**src/fu_pkg.sv**
```systemverilog
// Constants and types shared by the FIFO serial port.
// Assumes an 8-bit register port and a single system clock.
package fu_pkg;

	// ==========================================================
	// Register map
	localparam logic [7:0] ADDR_BAUD_LO = 8'hA3;
	localparam logic [7:0] ADDR_BAUD_HI = 8'hA4;
	localparam logic [7:0] ADDR_FIFO    = 8'hA5;
	localparam logic [7:0] ADDR_DATA    = 8'hA6;
	localparam logic [7:0] ADDR_STAT    = 8'hA7;
	localparam logic [7:0] ADDR_CFG     = 8'hC2;

	// ==========================================================
	// Field positions
	localparam int CFG_EN  = 7;
	localparam int CFG_SB  = 6;
	localparam int CFG_WLS = 4;
	localparam int CFG_BRK = 3;
	localparam int CFG_OP  = 2;
	localparam int CFG_PE  = 1;
	localparam int CFG_SP  = 0;
	localparam int ST_TRA  = 6;
	localparam int ST_RDA  = 5;
	localparam int ST_RFO  = 4;
	localparam int ST_RFU  = 3;
	localparam int ST_TFO  = 2;
	localparam int ST_FERR = 1;
	localparam int ST_TI   = 0;
	localparam int FIFO_RX_LSB = 4;

	// ==========================================================
	// Reset values and counts
	localparam logic [7:0]  CFG_RST   = 8'h00;
	localparam logic [3:0]  THR_RST   = 4'h0;
	localparam logic [15:0] BAUD_RST  = 16'h0000;
	localparam logic [3:0]  FIFO_FULL = 4'hF;
	localparam logic [3:0]  SUB_LAST  = 4'hF;
	localparam logic [3:0]  SUB_MID   = 4'h7;
	localparam logic [2:0]  BITS_MIN  = 3'h4;

	// ==========================================================
	// Types
	typedef enum logic [2:0] {
		SER_IDLE, SER_START, SER_DATA, SER_PAR, SER_STOP
	} fu_ser_t;

	typedef struct packed {
		logic [7:0] addr;
		logic [7:0] wdata;
		logic       wr;
		logic       rd;
	} fu_bus_t;

	typedef struct packed {
		logic [7:0]        cfg;
		logic [3:0]        rxThr;
		logic [3:0]        txThr;
		logic [15:0]       baud;
		logic [7:0]        rdata;
		logic [14:0][7:0]  txMem;
		logic [3:0]        txWr;
		logic [3:0]        txRd;
		logic [3:0]        txCnt;
		logic [14:0][8:0]  rxMem;
		logic [3:0]        rxWr;
		logic [3:0]        rxRd;
		logic [3:0]        rxCnt;
		logic              rx_overflow_flag;
		logic              rx_underflow_flag;
		logic              tx_overflow_flag;
		logic              ferr;
		logic              ti;
		logic              rdaIdle;
		logic [15:0]       baudCnt;
		fu_ser_t           txSt;
		logic [3:0]        txSub;
		logic [2:0]        txBit;
		logic              txStop2;
		logic [7:0]        txShift;
		logic              txd;
		fu_ser_t           rxSt;
		logic [3:0]        rxSub;
		logic [2:0]        rxBit;
		logic [7:0]        rxShift;
		logic              rxPerr;
		logic [3:0]        idleSub;
		logic [15:0]       linCnt;
	} fu_state_t;

endpackage

```
**src/fu_uart.sv**
```systemverilog
// Serial port with 15-byte transmit and receive queues.
// Assumes a register master that never waits and a line input
// already synchronous to clk_sys.
//
// Contract
// - Separate 15-byte TX and RX FIFOs, each with its own threshold.
// - Bit timing comes from a private 16-bit baud divider.
// - Port enable gates both transmit start and receive storage.
// - Stop select set gives two stop bits, clear gives one.
// - Word length codes 00..11 select 5..8 data bits, parity extra.
// - Break bit holds the serial output low until cleared.
// - Parity enable bit writes enable; same bit reads head parity error.
// - Sticky parity sends the parity bit as constant one.
// - FIFO register upper nibble reads RX byte count.
// - FIFO register lower nibble reads TX byte count.
// - RX available when RX count exceeds write-only RX threshold.
// - TX ready when TX count is below write-only TX threshold.
// - Divider low twelve bits zero with port disabled empties FIFOs.
// - That clear also drops RX overflow, underflow and TX overflow.
// - That clear also zeroes the LIN timing counter.
// - Data read pops RX FIFO; data write pushes TX FIFO.
// - Idle line past threshold times 16 bits flags leftover RX bytes.
// - TX done sets when the last stop bit ends with the queue empty; software writes zero.
// - RX overflow sets on arrival into full FIFO; cleared by zero.
//
// The plain strobed port is this design's own decision.
`timescale 1ns/1ps

module fu_uart (
	input  wire logic           clk_sys,
	input  wire logic           reset,
	input  wire fu_pkg::fu_bus_t busReq,
	output logic [7:0]          rdata,
	input  wire logic           serialIn,
	output logic                serialOut
);

	fu_pkg::fu_state_t q;
	fu_pkg::fu_state_t n;

	logic       fifoClr;
	logic       tick;
	logic [2:0] lastBit;
	logic [7:0] wordMask;
	logic       txPush;
	logic       txPop;
	logic       rxPush;
	logic       rxPop;
	logic       rxAvail;
	logic       txReady;
	logic       wrStat;

	// ==========================================================
	// Derived conditions
	assign fifoClr  = (q.baud[11:0] == 12'h000) &&
		!q.cfg[fu_pkg::CFG_EN];
	assign tick     = (q.baudCnt == 16'h0000);
	assign lastBit  = fu_pkg::BITS_MIN +
		{1'b0, q.cfg[fu_pkg::CFG_WLS +: 2]};
	assign wordMask = 8'hFF >> (2'd3 - q.cfg[fu_pkg::CFG_WLS +: 2]);
	assign rxAvail  = (q.rxCnt > q.rxThr) || q.rdaIdle;
	assign txReady  = (q.txCnt < q.txThr);
	assign wrStat   = busReq.wr && busReq.addr == fu_pkg::ADDR_STAT;
	assign rdata     = q.rdata;
	assign serialOut = q.txd;

	// ==========================================================
	// Next state
	always_comb begin
		n = q;
		n.rdata = 8'h00;
		txPush = 1'b0;
		txPop  = 1'b0;
		rxPush = 1'b0;
		rxPop  = 1'b0;

		// Baud tick, reload from divider
		n.baudCnt = tick ? q.baud : q.baudCnt - 16'h0001;

		// Register writes
		if (busReq.wr) begin
			case (busReq.addr)
				fu_pkg::ADDR_CFG:     n.cfg = busReq.wdata;
				fu_pkg::ADDR_BAUD_LO: n.baud[7:0] = busReq.wdata;
				fu_pkg::ADDR_BAUD_HI: n.baud[15:8] = busReq.wdata;
				fu_pkg::ADDR_FIFO: begin
					n.rxThr = busReq.wdata[7:4];
					n.txThr = busReq.wdata[3:0];
				end
				fu_pkg::ADDR_DATA: begin
					if (q.txCnt == fu_pkg::FIFO_FULL)
						n.tx_overflow_flag = 1'b1;
					else
						txPush = !fifoClr;
				end
				default: ;
			endcase
		end

		// Register reads, answered next cycle
		if (busReq.rd) begin
			case (busReq.addr)
				fu_pkg::ADDR_CFG: begin
					n.rdata = q.cfg;
					n.rdata[fu_pkg::CFG_PE] = (q.rxCnt != 4'h0) &&
						q.rxMem[q.rxRd][8];
				end
				fu_pkg::ADDR_FIFO:
					n.rdata = {q.rxCnt, q.txCnt};
				fu_pkg::ADDR_BAUD_LO: n.rdata = q.baud[7:0];
				fu_pkg::ADDR_BAUD_HI: n.rdata = q.baud[15:8];
				fu_pkg::ADDR_STAT: begin
					n.rdata[fu_pkg::ST_TRA]  = txReady;
					n.rdata[fu_pkg::ST_RDA]  = rxAvail;
					n.rdata[fu_pkg::ST_RFO]  = q.rx_overflow_flag;
					n.rdata[fu_pkg::ST_RFU]  = q.rx_underflow_flag;
					n.rdata[fu_pkg::ST_TFO]  = q.tx_overflow_flag;
					n.rdata[fu_pkg::ST_FERR] = q.ferr;
					n.rdata[fu_pkg::ST_TI]   = q.ti;
				end
				fu_pkg::ADDR_DATA: begin
					n.rdata = q.rxMem[q.rxRd][7:0];
					if (q.rxCnt == 4'h0)
						n.rx_underflow_flag = 1'b1;
					else
						rxPop = !fifoClr;
				end
				default: ;
			endcase
		end

		// Software clears flags by writing zero; a set below wins
		if (wrStat) begin
			n.rx_overflow_flag  = n.rx_overflow_flag & busReq.wdata[fu_pkg::ST_RFO];
			n.rx_underflow_flag  = n.rx_underflow_flag & busReq.wdata[fu_pkg::ST_RFU];
			n.tx_overflow_flag  = n.tx_overflow_flag & busReq.wdata[fu_pkg::ST_TFO];
			n.ferr = q.ferr & busReq.wdata[fu_pkg::ST_FERR];
			n.ti   = q.ti & busReq.wdata[fu_pkg::ST_TI];
			if (q.rxCnt < q.rxThr)
				n.rdaIdle = q.rdaIdle &
					busReq.wdata[fu_pkg::ST_RDA];
		end

		// Transmitter, one bit per sixteen ticks
		if (tick && q.txSt != fu_pkg::SER_IDLE)
			n.txSub = q.txSub + 4'h1;
		if (tick) begin
			case (q.txSt)
				fu_pkg::SER_IDLE: begin
					if (q.cfg[fu_pkg::CFG_EN] && q.txCnt != 4'h0) begin
						n.txShift = q.txMem[q.txRd];
						txPop = 1'b1;
						n.txSub = 4'h0;
						n.txSt = fu_pkg::SER_START;
					end
				end
				fu_pkg::SER_START: begin
					if (q.txSub == fu_pkg::SUB_LAST) begin
						n.txBit = 3'h0;
						n.txSt = fu_pkg::SER_DATA;
					end
				end
				fu_pkg::SER_DATA: begin
					if (q.txSub == fu_pkg::SUB_LAST) begin
						n.txBit = q.txBit + 3'h1;
						n.txStop2 = 1'b0;
						if (q.txBit == lastBit)
							n.txSt = q.cfg[fu_pkg::CFG_PE] ?
								fu_pkg::SER_PAR : fu_pkg::SER_STOP;
					end
				end
				fu_pkg::SER_PAR: begin
					if (q.txSub == fu_pkg::SUB_LAST)
						n.txSt = fu_pkg::SER_STOP;
				end
				fu_pkg::SER_STOP: begin
					if (q.txSub == fu_pkg::SUB_LAST) begin
						if (q.cfg[fu_pkg::CFG_SB] && !q.txStop2)
							n.txStop2 = 1'b1;
						else begin
							n.txSt = fu_pkg::SER_IDLE;
							if (q.txCnt == 4'h0 && !txPush)
								n.ti = 1'b1;
						end
					end
				end
				default: n.txSt = fu_pkg::SER_IDLE;
			endcase
		end

		// Line level, registered so the pin never glitches
		case (q.txSt)
			fu_pkg::SER_START: n.txd = 1'b0;
			fu_pkg::SER_DATA:  n.txd = q.txShift[q.txBit];
			fu_pkg::SER_PAR:   n.txd = q.cfg[fu_pkg::CFG_SP] ? 1'b1 :
				(^(q.txShift & wordMask)) ^ q.cfg[fu_pkg::CFG_OP];
			default:           n.txd = 1'b1;
		endcase
		if (q.cfg[fu_pkg::CFG_BRK])
			n.txd = 1'b0;

		// Receiver, samples at mid bit
		if (tick) begin
			n.rxSub = q.rxSub + 4'h1;
			case (q.rxSt)
				fu_pkg::SER_IDLE: begin
					if (!serialIn) begin
						n.rxSub = 4'h0;
						n.rxShift = 8'h00;
						n.rxPerr = 1'b0;
						n.rxSt = fu_pkg::SER_START;
					end
				end
				fu_pkg::SER_START: begin
					if (q.rxSub == fu_pkg::SUB_MID) begin
						n.rxSub = 4'h0;
						n.rxBit = 3'h0;
						// A short glitch is not a start bit
						n.rxSt = serialIn ? fu_pkg::SER_IDLE :
							fu_pkg::SER_DATA;
					end
				end
				fu_pkg::SER_DATA: begin
					if (q.rxSub == fu_pkg::SUB_LAST) begin
						n.rxShift[q.rxBit] = serialIn;
						n.rxBit = q.rxBit + 3'h1;
						if (q.rxBit == lastBit)
							n.rxSt = q.cfg[fu_pkg::CFG_PE] ?
								fu_pkg::SER_PAR : fu_pkg::SER_STOP;
					end
				end
				fu_pkg::SER_PAR: begin
					if (q.rxSub == fu_pkg::SUB_LAST) begin
						n.rxPerr = serialIn != (q.cfg[fu_pkg::CFG_SP] |
							((^q.rxShift) ^ q.cfg[fu_pkg::CFG_OP]));
						n.rxSt = fu_pkg::SER_STOP;
					end
				end
				fu_pkg::SER_STOP: begin
					// One stop bit is checked even when two are sent
					if (q.rxSub == fu_pkg::SUB_LAST) begin
						n.rxSt = fu_pkg::SER_IDLE;
						if (!serialIn)
							n.ferr = 1'b1;
						if (q.cfg[fu_pkg::CFG_EN]) begin
							if (q.rxCnt == fu_pkg::FIFO_FULL && !rxPop)
								n.rx_overflow_flag = 1'b1;
							else
								rxPush = 1'b1;
						end
					end
				end
				default: n.rxSt = fu_pkg::SER_IDLE;
			endcase
		end

		// Idle timer counts whole bit periods of high idle line
		if (q.rxSt != fu_pkg::SER_IDLE || !serialIn) begin
			n.idleSub = 4'h0;
			n.linCnt = 16'h0000;
		end else if (tick) begin
			n.idleSub = q.idleSub + 4'h1;
			if (q.idleSub == fu_pkg::SUB_LAST &&
				q.linCnt != 16'hFFFF)
				n.linCnt = q.linCnt + 16'h0001;
		end
		if (q.rxCnt != 4'h0 && q.rxCnt < q.rxThr &&
			q.linCnt > {8'h00, q.rxThr, 4'h0})
			n.rdaIdle = 1'b1;

		// FIFO pointers and counts
		if (txPush) begin
			n.txMem[q.txWr] = busReq.wdata;
			n.txWr = (q.txWr == 4'hE) ? 4'h0 : q.txWr + 4'h1;
		end
		if (txPop)
			n.txRd = (q.txRd == 4'hE) ? 4'h0 : q.txRd + 4'h1;
		n.txCnt = q.txCnt + {3'h0, txPush} - {3'h0, txPop};
		if (rxPush) begin
			n.rxMem[q.rxWr] = {q.rxPerr, q.rxShift};
			n.rxWr = (q.rxWr == 4'hE) ? 4'h0 : q.rxWr + 4'h1;
		end
		if (rxPop)
			n.rxRd = (q.rxRd == 4'hE) ? 4'h0 : q.rxRd + 4'h1;
		n.rxCnt = q.rxCnt + {3'h0, rxPush} - {3'h0, rxPop};

		// FIFO clear: nothing can be stored while the clear condition holds
		if (fifoClr) begin
			n.txWr = 4'h0;
			n.txRd = 4'h0;
			n.txCnt = 4'h0;
			n.rxWr = 4'h0;
			n.rxRd = 4'h0;
			n.rxCnt = 4'h0;
			n.rx_overflow_flag = 1'b0;
			n.rx_underflow_flag = 1'b0;
			n.tx_overflow_flag = 1'b0;
			n.linCnt = 16'h0000;
		end
	end

	// ==========================================================
	// State register
	always_ff @(posedge clk_sys) begin
		if (reset) begin
			q <= '0;
			q.cfg <= fu_pkg::CFG_RST;
			q.rxThr <= fu_pkg::THR_RST;
			q.txThr <= fu_pkg::THR_RST;
			q.baud <= fu_pkg::BAUD_RST;
			q.txSt <= fu_pkg::SER_IDLE;
			q.rxSt <= fu_pkg::SER_IDLE;
			q.txd <= 1'b1;
		end else begin
			q <= n;
		end
	end
endmodule // fu_uart

```
**config.mk**
```make
export PLATFORM = sky130hd
export DESIGN_NAME = fu_uart
export DESIGN_NICKNAME = d
export VERILOG_FILES = /design/src/fu_pkg.sv /design/src/fu_uart.sv
export SDC_FILE = /design/constraint.sdc
export NUM_CORES = 1
export LEC_CHECK = 0
export BUFFER_PORTS_ARGS = -buffer_cell sky130_fd_sc_hd__clkbuf_2
export CORE_ASPECT_RATIO = 0.8
export CORE_MARGIN = 2
export CORE_UTILIZATION = 53
export DETAILED_ROUTE_END_ITERATION = 8
export PLACE_DENSITY = 0.67
export SLEW_MARGIN = 20
export SYNTH_ARGS = -nofsm -noshare
export SYNTH_HDL_FRONTEND = slang
export SYNTH_SLANG_ARGS = --single-unit
export TNS_END_PERCENT = 50
```
**constraint.sdc**
```tcl
create_clock -name clk_sys -period 4.5 [get_ports clk_sys]
set_input_delay 0.675 -clock clk_sys [delete_from_list [all_inputs] [get_ports clk_sys]]
set_output_delay 0.675 -clock clk_sys [all_outputs]
set_load 0.01 [all_outputs]
```
==> run_summary.xml, run 1 <==
<?xml version="1.0" encoding="UTF-8"?>
<metrics>
  <group name="outcome">
    <metric name="status" unit="">finished, final reports clean</metric>
  </group>
  <group name="clocking">
    <metric name="post_cts_resize_count" unit="">0</metric>
    <metric name="ctsHoldBuffers" unit="">0</metric>
    <metric name="cts-buffers-inserted" unit="">41</metric>
    <metric name="cts-root-buf" unit="">sky130_fd_sc_hd__clkbuf_16</metric>
    <metric name="path_clk_slew" unit="ns">0.06</metric>
    <metric name="clk_lat_worst_skew" unit="ns">0.55</metric>
    <metric name="clock_sinks" unit="">400</metric>
    <metric name="cts_tree" unit="">yes</metric>
    <metric name="clockBufferDepth" unit="">3</metric>
    <metric name="post-cts-setup-buffers" unit="">0</metric>
    <metric name="htree_num_levels" unit="">2</metric>
  </group>
  <group name="die">
    <metric name="floorplan.die_area" unit="mm^2">0.0377</metric>
    <metric name="design.core.area" unit="mm^2">0.0358</metric>
    <metric name="die-height" unit="um">174</metric>
    <metric name="start_util" unit="%">53.5</metric>
    <metric name="die_w" unit="um">216</metric>
    <metric name="io_pins" unit="">30</metric>
    <metric name="rows" unit="">62</metric>
  </group>
  <group name="power">
    <metric name="sw_frac_of_total" unit="%">25.5</metric>
    <metric name="combPwrFrac" unit="%">9.3</metric>
    <metric name="pwr-share-seq" unit="%">46.8</metric>
    <metric name="finalPower" unit="mW">7.87</metric>
    <metric name="power.density_cell_area" unit="mW/mm^2">380</metric>
    <metric name="power.net_switching" unit="mW">2.01</metric>
    <metric name="static-leakage-power" unit="nW">6.74</metric>
    <metric name="internal-power" unit="mW">5.87</metric>
    <metric name="ir_worst_vdd" unit="uV">292</metric>
    <metric name="p_clk_share" unit="%">43.9</metric>
  </group>
  <group name="critical_path">
    <metric name="worst_setup_path_end_kind" unit="">flop</metric>
    <metric name="crit_path_start_kind" unit="">flop</metric>
    <metric name="worstPathArrival" unit="ns">3.78</metric>
    <metric name="crit_required" unit="ns">4.91</metric>
    <metric name="worstPathMaxFanout" unit="">8</metric>
    <metric name="crit_type" unit="">flop to flop</metric>
  </group>
  <group name="grt">
    <metric name="sum_of_overflow_across_all_layers_after_global_routing" unit="">0</metric>
    <metric name="grt_max_degree" unit="">171</metric>
    <metric name="grt_antenna_before_repair" unit="">0</metric>
    <metric name="globalRouteMet3Util" unit="%">4.09</metric>
    <metric name="grt_first_pass_wirelength" unit="um">81500</metric>
    <metric name="grt_pass1_vias" unit="">14500</metric>
    <metric name="globalRouteTotalUtil" unit="%">26.8</metric>
    <metric name="met1_grt_util" unit="%">41.0</metric>
    <metric name="met2_usage" unit="%">39.9</metric>
    <metric name="globalRoute.busiestLayer" unit="">met1</metric>
  </group>
  <group name="synthesis">
    <metric name="yosysSeqAreaShare" unit="%">41.8</metric>
    <metric name="post_synth_instance_area" unit="mm^2">0.0191</metric>
    <metric name="ys_top_cells_by_area" unit="">sky130_fd_sc_hd__dfxtp_1, sky130_fd_sc_hd__mux4_2, sky130_fd_sc_hd__nand2_1</metric>
    <metric name="share_of_flip_flops_with_an_asynchronous_set_or_reset" unit="%">0</metric>
    <metric name="synth_cell_type_count" unit="">79</metric>
    <metric name="netlist_instances" unit="">2139</metric>
    <metric name="ys_top_cells_by_count" unit="">sky130_fd_sc_hd__dfxtp_1, sky130_fd_sc_hd__nand2_1, sky130_fd_sc_hd__a21oi_1, sky130_fd_sc_hd__o21ai_0, sky130_fd_sc_hd__nor2_1</metric>
    <metric name="synth.ff_latch_count" unit="">400</metric>
    <metric name="synth_most_common_cell" unit="">sky130_fd_sc_hd__dfxtp_1</metric>
    <metric name="postSynthNetCount" unit="">2193</metric>
    <metric name="yosysWarningCount" unit="">0</metric>
    <metric name="avgSynthCellArea" unit="um^2">8.95</metric>
    <metric name="postSynth.topFlopCell" unit="">sky130_fd_sc_hd__dfxtp_1</metric>
    <metric name="number_of_enable_flip_flop_cells_after_synthesis" unit="">0</metric>
    <metric name="yosys.area.top_type_share" unit="%">41.8</metric>
    <metric name="synth.largest_area_cell" unit="">sky130_fd_sc_hd__dfxtp_1</metric>
  </group>
  <group name="sta">
    <metric name="timing.slew.headroom" unit="%">25.6</metric>
    <metric name="fin_worst_skew" unit="ns">0.0149</metric>
    <metric name="tightest_slew" unit="ns">1.12</metric>
    <metric name="fin_crit" unit="ns">3.36</metric>
    <metric name="slew_viol_final" unit="">0</metric>
    <metric name="timing.hold.ws" unit="ns">0.450</metric>
    <metric name="final_min_period_over_clock_period" unit="%">74.7</metric>
    <metric name="timing_hold_violations_final" unit="">0</metric>
    <metric name="fin_setup_tns" unit="ns">0</metric>
    <metric name="timing.fmax" unit="GHz">0.297</metric>
    <metric name="setup-violations-final" unit="">0</metric>
    <metric name="timing.final.ws_setup" unit="ns">1.14</metric>
    <metric name="rsz0062_at_grt" unit="">no</metric>
  </group>
  <group name="drt">
    <metric name="remaining_drc_errors" unit="">0</metric>
    <metric name="detailedRoute.firstIterationViolations" unit="">1580</metric>
    <metric name="drt_wl_total" unit="um">51000</metric>
    <metric name="drt_first_pass_iters" unit="">5</metric>
    <metric name="detail_route.wl_per_cell" unit="um">19.8</metric>
    <metric name="routed-via-count" unit="">15684</metric>
    <metric name="ant_nets" unit="">0</metric>
    <metric name="vias_per_cell" unit="">6.10</metric>
  </group>
  <group name="placed_design">
    <metric name="gp_routability_congestion" unit="">0.942</metric>
    <metric name="place_area" unit="mm^2">0.0194</metric>
    <metric name="dp.cells" unit="">2501</metric>
    <metric name="dp.final_hpwl" unit="um">33900</metric>
    <metric name="detailedPlace.worstSlack" unit="ns">1.02</metric>
    <metric name="port_buffers" unit="">29</metric>
  </group>
  <group name="final_layout">
    <metric name="final_nets" unit="">2118</metric>
    <metric name="final-seq-area" unit="mm^2">0.00801</metric>
    <metric name="flow.area_growth_from_synthesis" unit="%">8.26</metric>
    <metric name="design_area_final" unit="mm^2">0.0207</metric>
    <metric name="antenna-diode-count" unit="">0</metric>
    <metric name="drive_gt1_share" unit="%">10.7</metric>
    <metric name="layout.cells.non_filler" unit="">2573</metric>
    <metric name="multi_input_area" unit="mm^2">0.0103</metric>
    <metric name="n_fill_cell" unit="">3130</metric>
    <metric name="finish.utilization" unit="%">57.9</metric>
  </group>
  <group name="run">
    <metric name="max_cap_viols" unit="">0</metric>
  </group>
  <group name="min_path">
    <metric name="worst_hold_path_type" unit="">flop to flop</metric>
  </group>
</metrics>
## critical path, cell delays in order, from the launching register on
cell	delay [ns]
sky130_fd_sc_hd__dfxtp_1	0.34
sky130_fd_sc_hd__inv_1	0.07
sky130_fd_sc_hd__ha_1	0.21
sky130_fd_sc_hd__nor3b_4	0.44
sky130_fd_sc_hd__nand3_1	0.22
sky130_fd_sc_hd__nor3_1	0.56
sky130_fd_sc_hd__o21ai_0	0.20
sky130_fd_sc_hd__ha_1	0.33
sky130_fd_sc_hd__inv_1	0.04
sky130_fd_sc_hd__ha_1	0.20
sky130_fd_sc_hd__fa_1	0.40
sky130_fd_sc_hd__xnor2_1	0.16
sky130_fd_sc_hd__nor2_1	0.05
## power groups by stage
stage	clock, mW	combinational [mW]	sequential (mW)
final	3.46	0.730	3.68
after global routing	3.67	0.795	3.69
after CTS	3.50	0.726	3.68
after detailed placement	0	0.721	3.76
after global placement	0	0.709	3.76
after floorplan	0	0.530	3.74
## registers in the layout, summed over array words and instances (netlist names)
name and count:
q 391, serialOut 1, rdata 8
## cell usage in the layout, fill, tap and decap left out, types with 11 or more instances in the layout
cell / Yosys / final
sky130_fd_sc_hd__inv_1: 30 / 30
sky130_fd_sc_hd__buf_4: 11 / 24
sky130_fd_sc_hd__nor2b_1: 19 / 19
sky130_fd_sc_hd__a21oi_1: 189 / 189
sky130_fd_sc_hd__o211ai_1: 13 / 13
sky130_fd_sc_hd__or3_1: 14 / 14
sky130_fd_sc_hd__mux4_2: 62 / 62
sky130_fd_sc_hd__nand4_1: 19 / 19
sky130_fd_sc_hd__ha_1: 31 / 31
sky130_fd_sc_hd__nand2b_1: 28 / 28
sky130_fd_sc_hd__and3_1: 12 / 12
sky130_fd_sc_hd__xor2_1: 18 / 18
sky130_fd_sc_hd__nor3_1: 33 / 33
sky130_fd_sc_hd__nor2_1: 146 / 146
sky130_fd_sc_hd__mux2i_1: 82 / 82
sky130_fd_sc_hd__xnor2_1: 28 / 28
sky130_fd_sc_hd__nor4_1: 16 / 16
sky130_fd_sc_hd__nand2_1: 310 / 310
sky130_fd_sc_hd__dfxtp_1: 400 / 396
sky130_fd_sc_hd__nand3b_1: 141 / 141
sky130_fd_sc_hd__a211oi_1: 11 / 11
sky130_fd_sc_hd__o21ai_0: 184 / 184
sky130_fd_sc_hd__nand3_1: 40 / 40
sky130_fd_sc_hd__clkbuf_16: 0 / 43
sky130_fd_sc_hd__clkbuf_2: 0 / 28
## cell type report
cell class | instances | area share, %
Clock buffer | 59 | 5.87
Clock inverter | 13 | 0.658
Inverter | 31 | 0.562
Multi-Input combinational cell | 1537 | 49.7
Sequential cell | 400 | 38.7
Tap cell | 480 | 2.90
Timing Repair Buffer | 53 | 1.61
## cell families (layout without fill, tap and decap cells)
| logic type | after synthesis | in the layout | synth area share [%] |
|---|---|---|---|
| DFF | 400 | 400 | 41.8 |
| muxes | 148 | 148 | 11.8 |
| buffers and inverters | 202 | 156 | 4.33 |
| xor gates and xnor gates | 47 | 47 | 2.22 |
| adders and majority gates | 33 | 33 | 2.24 |
| AOI/OAI and AO/OA | 480 | 480 | 15.0 |
| and+or+nand+nor | 829 | 829 | 22.6 |
## layer usage
metal / share of wire (%) / routed length, um
met1: 48 / 24600
met4: 1.6 / 829
met5: 0 / 0
met3: 6.5 / 3320
met2: 44 / 22200
## final timing paths
path,start,end,slack [ns],depth (start not counted)
setup / recovery,q[59],q[83],1.14,12
hold / removal,q[308],q[308],0.45,2
setup reg to reg,q[59],q[83],1.14,12
hold reg to reg,q[308],q[308],0.45,2
(Power assumes the default switching activity.)
==> run 2, diff against run 1 <==
--- a/config.mk
+++ b/config.mk
@@ -5,6 +5,7 @@
 export SDC_FILE = /design/constraint.sdc
 export NUM_CORES = 1
 export LEC_CHECK = 0
+export ABC_AREA = 1
 export BUFFER_PORTS_ARGS = -buffer_cell sky130_fd_sc_hd__clkbuf_2
 export CORE_ASPECT_RATIO = 0.8
 export CORE_MARGIN = 2
==> constraint.sdc (replaced) <==
create_clock -name clk_sys -period 3.1 [get_ports clk_sys]
set_input_delay 0.465 -clock clk_sys [delete_from_list [all_inputs] [get_ports clk_sys]]
set_output_delay 0.465 -clock clk_sys [all_outputs]
set_load 0.01 [all_outputs]
==> run_summary.xml, run 2 <==
<?xml version="1.0" encoding="UTF-8"?>
<metrics>
  <group name="sta">
    <metric name="final_min_period_over_clock_period" unit="%">90.8</metric>
    <metric name="timing_hold_violations_final" unit="">0</metric>
    <metric name="tightest_slew" unit="ns">0.886</metric>
    <metric name="slew_viol_final" unit="">0</metric>
    <metric name="fin_worst_skew" unit="ns">0.0226</metric>
    <metric name="timing.final.ws_setup" unit="ns">0.285</metric>
    <metric name="rsz0062_at_grt" unit="">no</metric>
    <metric name="fin_crit" unit="ns">2.82</metric>
    <metric name="setup-violations-final" unit="">0</metric>
    <metric name="timing.slew.headroom" unit="%">40.9</metric>
    <metric name="fin_setup_tns" unit="ns">0</metric>
    <metric name="timing.fmax" unit="GHz">0.355</metric>
  </group>
  <group name="placed_design">
    <metric name="dp.final_hpwl" unit="um">41100</metric>
    <metric name="detailedPlace.worstSlack" unit="ns">0.330</metric>
    <metric name="gp_routability_congestion" unit="">0.964</metric>
    <metric name="dp.cells" unit="">3248</metric>
    <metric name="port_buffers" unit="">29</metric>
  </group>
  <group name="final_layout">
    <metric name="final_nets" unit="">2859</metric>
    <metric name="mostFrequentLayoutCell" unit="">sky130_fd_sc_hd__nor2_1</metric>
    <metric name="largest_register_ffs" unit="">391</metric>
    <metric name="regMostFlops" unit="">q</metric>
    <metric name="n_fill_cell" unit="">3510</metric>
    <metric name="flow.area_growth_from_synthesis" unit="%">9.78</metric>
    <metric name="layout.cells.non_filler" unit="">3322</metric>
    <metric name="layout.cells.most_common_list" unit="">sky130_fd_sc_hd__nor2_1, sky130_fd_sc_hd__nand2_1, sky130_fd_sc_hd__dfxtp_1</metric>
    <metric name="antenna-diode-count" unit="">0</metric>
    <metric name="finish.utilization" unit="%">59.0</metric>
    <metric name="drive_gt1_share" unit="%">7.76</metric>
  </group>
  <group name="synthesis">
    <metric name="yosysSeqAreaShare" unit="%">40.2</metric>
    <metric name="avgSynthCellArea" unit="um^2">6.99</metric>
    <metric name="ys_top_cells_by_count" unit="">sky130_fd_sc_hd__nor2_1, sky130_fd_sc_hd__nand2_1, sky130_fd_sc_hd__dfxtp_1, sky130_fd_sc_hd__o21ai_0, sky130_fd_sc_hd__a21oi_1</metric>
    <metric name="yosys.area.top_type_share" unit="%">40.2</metric>
    <metric name="postSynth.topFlopCell" unit="">sky130_fd_sc_hd__dfxtp_1</metric>
    <metric name="synth_cell_type_count" unit="">52</metric>
    <metric name="synth.ff_latch_count" unit="">400</metric>
    <metric name="synth.largest_area_cell" unit="">sky130_fd_sc_hd__dfxtp_1</metric>
    <metric name="ys_top_cells_by_area" unit="">sky130_fd_sc_hd__dfxtp_1, sky130_fd_sc_hd__nor2_1, sky130_fd_sc_hd__nand2_1</metric>
    <metric name="number_of_enable_flip_flop_cells_after_synthesis" unit="">0</metric>
    <metric name="post_synth_instance_area" unit="mm^2">0.0199</metric>
    <metric name="netlist_instances" unit="">2850</metric>
    <metric name="synth_most_common_cell" unit="">sky130_fd_sc_hd__nor2_1</metric>
    <metric name="share_of_flip_flops_with_an_asynchronous_set_or_reset" unit="%">0</metric>
    <metric name="postSynthNetCount" unit="">2904</metric>
    <metric name="yosysWarningCount" unit="">0</metric>
  </group>
  <group name="min_path">
    <metric name="worst_hold_path_type" unit="">input pin to flop</metric>
  </group>
  <group name="power">
    <metric name="ir_worst_vdd" unit="uV">553</metric>
    <metric name="power.density_cell_area" unit="mW/mm^2">538</metric>
    <metric name="static-leakage-power" unit="nW">8.40</metric>
    <metric name="finalPower" unit="mW">11.8</metric>
  </group>
  <group name="critical_path">
    <metric name="cpMaxStageDelayCell" unit="">sky130_fd_sc_hd__fa_1</metric>
    <metric name="crit_chain" unit="">ha_1 &gt; nand2_1 &gt; inv_1 &gt; nand2_1 &gt; nor2_2 &gt; nand2_1 &gt; nor2_8 &gt; nand2_1 &gt; ha_1 &gt; inv_1 &gt; ha_1 &gt; fa_1 &gt; xnor2_1 &gt; nor2_1</metric>
    <metric name="worst_setup_path_end_kind" unit="">flop</metric>
    <metric name="crit_path_max_incr_delay" unit="ns">0.39</metric>
    <metric name="worstPathMaxFanout" unit="">6</metric>
    <metric name="worstPathArrival" unit="ns">3.26</metric>
    <metric name="crit_type" unit="">flop to flop</metric>
    <metric name="critical_path.top_delay_family" unit="">adder cells</metric>
    <metric name="crit_required" unit="ns">3.55</metric>
    <metric name="worstPathBufferInverterCount" unit="">2</metric>
    <metric name="crit_path_start_kind" unit="">flop</metric>
    <metric name="critPathMostFrequentCell" unit="">sky130_fd_sc_hd__nand2_1</metric>
  </group>
  <group name="clocking">
    <metric name="htree_num_levels" unit="">2</metric>
    <metric name="cts_tree" unit="">yes</metric>
    <metric name="cts-root-buf" unit="">sky130_fd_sc_hd__clkbuf_16</metric>
    <metric name="clk_lat_worst_skew" unit="ns">0.56</metric>
    <metric name="clock_sinks" unit="">400</metric>
    <metric name="path_clk_slew" unit="ns">0.07</metric>
    <metric name="post-cts-setup-buffers" unit="">0</metric>
    <metric name="clockBufferDepth" unit="">3</metric>
    <metric name="ctsHoldBuffers" unit="">0</metric>
    <metric name="post_cts_resize_count" unit="">0</metric>
    <metric name="cts-buffers-inserted" unit="">42</metric>
  </group>
  <group name="grt">
    <metric name="grt_antenna_before_repair" unit="">0</metric>
    <metric name="grt_max_degree" unit="">154</metric>
    <metric name="grt_pass1_vias" unit="">17342</metric>
    <metric name="sum_of_overflow_across_all_layers_after_global_routing" unit="">0</metric>
    <metric name="grt_first_pass_wirelength" unit="um">96100</metric>
    <metric name="globalRouteTotalUtil" unit="%">31.1</metric>
  </group>
  <group name="drt">
    <metric name="dr_wl_met3" unit="um">5640</metric>
    <metric name="vias_per_cell" unit="">5.87</metric>
    <metric name="ant_nets" unit="">0</metric>
    <metric name="remaining_drc_errors" unit="">0</metric>
    <metric name="routedLengthMet1" unit="um">28700</metric>
    <metric name="drt_first_pass_iters" unit="">7</metric>
    <metric name="detailedRoute.firstIterationViolations" unit="">2107</metric>
    <metric name="routed-via-count" unit="">19486</metric>
    <metric name="top_signal_layer_used" unit="">met4</metric>
    <metric name="dr_wl_met2" unit="um">25500</metric>
    <metric name="detail_route.wl_per_cell" unit="um">18.4</metric>
    <metric name="drt_wl_total" unit="um">61200</metric>
  </group>
  <group name="die">
    <metric name="design.core.area" unit="mm^2">0.0370</metric>
    <metric name="die_w" unit="um">221</metric>
    <metric name="floorplan.die_area" unit="mm^2">0.0392</metric>
    <metric name="io_pins" unit="">30</metric>
    <metric name="start_util" unit="%">53.8</metric>
    <metric name="rows" unit="">63</metric>
    <metric name="die-height" unit="um">177</metric>
  </group>
  <group name="run">
    <metric name="max_cap_viols" unit="">0</metric>
  </group>
  <group name="outcome">
    <metric name="status" unit="">finished, final reports clean</metric>
  </group>
</metrics>
-- run 2: area by class of cell --
class                           instances  area, um^2  share of cell area, %
Clock buffer                           61        1310                   5.97
Clock inverter                         13         176                  0.806
Inverter                              260         981                   4.48
Multi-Input combinational cell       2021       10200                   46.5
Sequential cell                       400        8010                   36.6
Tap cell                              487         609                   2.79
Timing Repair Buffer                   80         616                   2.81
-- run 2: layer usage --
layer	vias to the layer above	track usage, %
met5	-	0
met4	0	8.92
met3	99	5.12
met2	869	44.9
met1	9072	47.0
li1	9446	-
-- run 2: per-stage QoR --
| step | area [um^2] | hold WS [ns] |
|---|---|---|
| 2_1_floorplan | 19900 | 0.420 |
| 3_3_place_gp | 20400 | 0.428 |
| 3_5_place_dp | 20400 | 0.433 |
| 4_1_cts | 21900 | 0.210 |
| 5_1_grt | 21900 | 0.241 |
| 6_report | 21900 | 0.221 |
-- run 2: kinds of logic after synthesis --
group | after synthesis | synth area share [%]
buffers and inverters | 429 | 8.80
AND/OR/NAND/NOR | 1316 | 29.9
adder cells (fa/ha/maj) | 33 | 2.15
XOR/XNOR | 31 | 1.36
flip-flops | 400 | 40.2
AO/OA/AOI/OAI | 641 | 17.7
-- run 2: final timing paths --
| kind | from | end | slack, ns | cells past startpoint |
|---|---|---|---|---|
| worst max-delay path | q[33] | q[83] | 0.28 | 14 |
| worst min-delay path | busReq[0] | rdata[7] | 0.22 | 3 |
| worst max register to register | q[33] | q[83] | 0.28 | 14 |
| worst min register to register | q[254] | q[254] | 0.44 | 2 |
-- run 2: power breakdown --
group          internal, mW  leakage (nW)  switching [mW]
Sequential             5.23          3.22          0.0693
Clock                  3.25         0.726            2.14
Combinational         0.322          4.45           0.751
Total                  8.81          8.40            2.96
-- run 2: worst reg2reg max path: stages, from the launching register on --
cell and delay, ns:
sky130_fd_sc_hd__dfxtp_1 0.37, sky130_fd_sc_hd__ha_1 0.18, sky130_fd_sc_hd__nand2_1 0.08, sky130_fd_sc_hd__inv_1 0.06, sky130_fd_sc_hd__nand2_1 0.11, sky130_fd_sc_hd__nor2_2 0.24, sky130_fd_sc_hd__nand2_1 0.19, sky130_fd_sc_hd__nor2_8 0.23
sky130_fd_sc_hd__nand2_1 0.10, sky130_fd_sc_hd__ha_1 0.28, sky130_fd_sc_hd__inv_1 0.04, sky130_fd_sc_hd__ha_1 0.20, sky130_fd_sc_hd__fa_1 0.39, sky130_fd_sc_hd__xnor2_1 0.17, sky130_fd_sc_hd__nor2_1 0.06
==> run 3, diff against run 2 <==
--- a/config.mk
+++ b/config.mk
@@ -9,9 +9,9 @@
 export BUFFER_PORTS_ARGS = -buffer_cell sky130_fd_sc_hd__clkbuf_2
 export CORE_ASPECT_RATIO = 0.8
 export CORE_MARGIN = 2
-export CORE_UTILIZATION = 53
+export CORE_UTILIZATION = 40
 export DETAILED_ROUTE_END_ITERATION = 8
-export PLACE_DENSITY = 0.67
+export PLACE_DENSITY = 0.53
 export SLEW_MARGIN = 20
 export SYNTH_ARGS = -nofsm -noshare
 export SYNTH_HDL_FRONTEND = slang
==> run_summary.xml, run 3 (synthesis gave the netlist of run 2 again) <==
<?xml version="1.0" encoding="UTF-8"?>
<metrics>
  <group name="outcome">
    <metric name="status" unit="">finished, final reports clean</metric>
  </group>
  <group name="drt">
    <metric name="drt_wl_total" unit="um">65000</metric>
    <metric name="detailedRoute.firstIterationViolations" unit="">1766</metric>
    <metric name="remaining_drc_errors" unit="">0</metric>
    <metric name="vias_per_cell" unit="">5.42</metric>
    <metric name="routed-via-count" unit="">19052</metric>
    <metric name="ant_nets" unit="">0</metric>
    <metric name="detail_route.wl_per_cell" unit="um">18.5</metric>
    <metric name="drt_first_pass_iters" unit="">6</metric>
  </group>
  <group name="clocking">
    <metric name="cts-root-buf" unit="">sky130_fd_sc_hd__clkbuf_16</metric>
    <metric name="clk_lat_worst_skew" unit="ns">0.60</metric>
    <metric name="htree_num_levels" unit="">2</metric>
    <metric name="post-cts-setup-buffers" unit="">0</metric>
    <metric name="path_clk_slew" unit="ns">0.06</metric>
    <metric name="clockBufferDepth" unit="">3</metric>
    <metric name="clock_sinks" unit="">400</metric>
    <metric name="ctsHoldBuffers" unit="">0</metric>
    <metric name="post_cts_resize_count" unit="">0</metric>
    <metric name="cts_tree" unit="">yes</metric>
    <metric name="cts-buffers-inserted" unit="">44</metric>
  </group>
  <group name="sta">
    <metric name="fin_crit" unit="ns">2.73</metric>
    <metric name="timing.final.ws_setup" unit="ns">0.369</metric>
    <metric name="final_min_period_over_clock_period" unit="%">88.1</metric>
    <metric name="tightest_slew" unit="ns">0.969</metric>
    <metric name="rsz0062_at_grt" unit="">no</metric>
    <metric name="fin_worst_skew" unit="ns">0.0398</metric>
    <metric name="timing.fmax" unit="GHz">0.366</metric>
    <metric name="fin_setup_tns" unit="ns">0</metric>
    <metric name="setup-violations-final" unit="">0</metric>
    <metric name="slew_viol_final" unit="">0</metric>
    <metric name="timing_hold_violations_final" unit="">0</metric>
    <metric name="timing.slew.headroom" unit="%">35.4</metric>
  </group>
  <group name="final_layout">
    <metric name="regMostFlops" unit="">q</metric>
    <metric name="final_nets" unit="">2866</metric>
    <metric name="layout.cells.most_common_list" unit="">sky130_fd_sc_hd__nor2_1, sky130_fd_sc_hd__nand2_1, sky130_fd_sc_hd__dfxtp_1</metric>
    <metric name="drive_gt1_share" unit="%">7.88</metric>
    <metric name="flow.area_growth_from_synthesis" unit="%">10.7</metric>
    <metric name="mostFrequentLayoutCell" unit="">sky130_fd_sc_hd__nor2_1</metric>
    <metric name="antenna-diode-count" unit="">0</metric>
    <metric name="largest_register_ffs" unit="">391</metric>
    <metric name="finish.utilization" unit="%">44.7</metric>
  </group>
  <group name="grt">
    <metric name="grt_pass1_vias" unit="">17288</metric>
    <metric name="grt_max_degree" unit="">203</metric>
    <metric name="grt_antenna_before_repair" unit="">0</metric>
    <metric name="globalRouteTotalUtil" unit="%">25.0</metric>
    <metric name="grt_first_pass_wirelength" unit="um">102000</metric>
    <metric name="sum_of_overflow_across_all_layers_after_global_routing" unit="">0</metric>
  </group>
  <group name="critical_path">
    <metric name="crit_required" unit="ns">3.56</metric>
    <metric name="crit_path_start_kind" unit="">flop</metric>
    <metric name="crit_chain" unit="">inv_1 &gt; ha_1 &gt; nand3_1 &gt; nor2_2 &gt; nand4_4 &gt; nor2_8 &gt; nand2_1 &gt; ha_1 &gt; inv_1 &gt; ha_1 &gt; fa_1 &gt; xnor2_1 &gt; nor2_1</metric>
    <metric name="crit_type" unit="">flop to flop</metric>
    <metric name="crit_path_max_incr_delay" unit="ns">0.38</metric>
    <metric name="worstPathMaxFanout" unit="">6</metric>
    <metric name="worstPathArrival" unit="ns">3.20</metric>
    <metric name="cpMaxStageDelayCell" unit="">sky130_fd_sc_hd__fa_1</metric>
    <metric name="critPathMostFrequentCell" unit="">sky130_fd_sc_hd__ha_1</metric>
    <metric name="worst_setup_path_end_kind" unit="">flop</metric>
  </group>
  <group name="placed_design">
    <metric name="port_buffers" unit="">29</metric>
    <metric name="detailedPlace.worstSlack" unit="ns">0.367</metric>
    <metric name="dp.final_hpwl" unit="um">42900</metric>
    <metric name="gp_routability_congestion" unit="">0.923</metric>
  </group>
  <group name="power">
    <metric name="pwr-share-seq" unit="%">45.4</metric>
    <metric name="internal-power" unit="mW">8.60</metric>
    <metric name="power.density_cell_area" unit="mW/mm^2">529</metric>
    <metric name="ir_worst_vdd" unit="uV">373</metric>
    <metric name="power.net_switching" unit="mW">3.08</metric>
    <metric name="p_clk_share" unit="%">45.6</metric>
    <metric name="static-leakage-power" unit="nW">8.40</metric>
    <metric name="combPwrFrac" unit="%">8.9</metric>
    <metric name="sw_frac_of_total" unit="%">26.4</metric>
  </group>
  <group name="die">
    <metric name="io_pins" unit="">30</metric>
    <metric name="rows" unit="">73</metric>
    <metric name="start_util" unit="%">40.3</metric>
    <metric name="die-height" unit="um">204</metric>
    <metric name="design.core.area" unit="mm^2">0.0494</metric>
    <metric name="floorplan.die_area" unit="mm^2">0.0516</metric>
    <metric name="die_w" unit="um">254</metric>
  </group>
  <group name="run">
    <metric name="max_cap_viols" unit="">0</metric>
  </group>
  <group name="min_path">
    <metric name="worst_hold_path_type" unit="">input pin to flop</metric>
  </group>
</metrics>
## run 3: final timing paths
check             startpoint     end  slack [ns]  depth (start not counted)
hold reg to reg       q[280]  q[280]        0.44                          2
hold / removal      serialIn   q[20]        0.23                          4
setup reg to reg       q[59]   q[83]        0.37                         13
setup / recovery       q[59]   q[83]        0.37                         13
## run 3: cell type report
type / count / area [um^2]
inverters: 260 / 981
repair buffers: 85 / 616
clock buffers: 63 / 1280
flip-flops and latches: 400 / 8010
multi-input cells: 2021 / 10200
clock inverters: 14 / 159
fillers: 5039 / 27300
well taps: 675 / 845
## run 3: power groups by stage
stage / Combinational, mW / Sequential (mW) / Clock (mW)
finish: 1.04 / 5.31 / 5.33
global route: 1.16 / 5.31 / 5.65
CTS: 1.03 / 5.30 / 5.44
detailed placement: 1.03 / 5.42 / 0
global placement: 1.01 / 5.41 / 0
floorplan: 0.755 / 5.40 / 0
## run 3: stage by stage
stage	total power, mW	area (um^2)	cells	hold slack (ns)
3_5_place_dp	6.44	20600	3441	0.431
6_report	11.7	22100	3518	0.226
3_3_place_gp	6.42	20600	3441	0.427
2_1_floorplan	6.16	19900	2850	0.420
5_1_grt	12.1	22100	3518	0.237
4_1_cts	11.8	22100	3518	0.195
## run 3: metal layers
layer	vias up	track usage (%)	part of all wire, %
met5	-	0	0
met4	0	6.32	2.0
met3	85	3.38	6.6
met2	612	36.9	42
met1	8900	38.0	49
li1	9455	-	-
## run 3: critical path: cells and delay by family, from the launching register on
| family | cells | cell delay [ns] |
|---|---|---|
| DFF | 1 | 0.33 |
| and+or+nand+nor | 6 | 0.91 |
| xor gates and xnor gates | 1 | 0.16 |
| adders and majority gates | 4 | 1.08 |
| buffers and inverters | 2 | 0.14 |
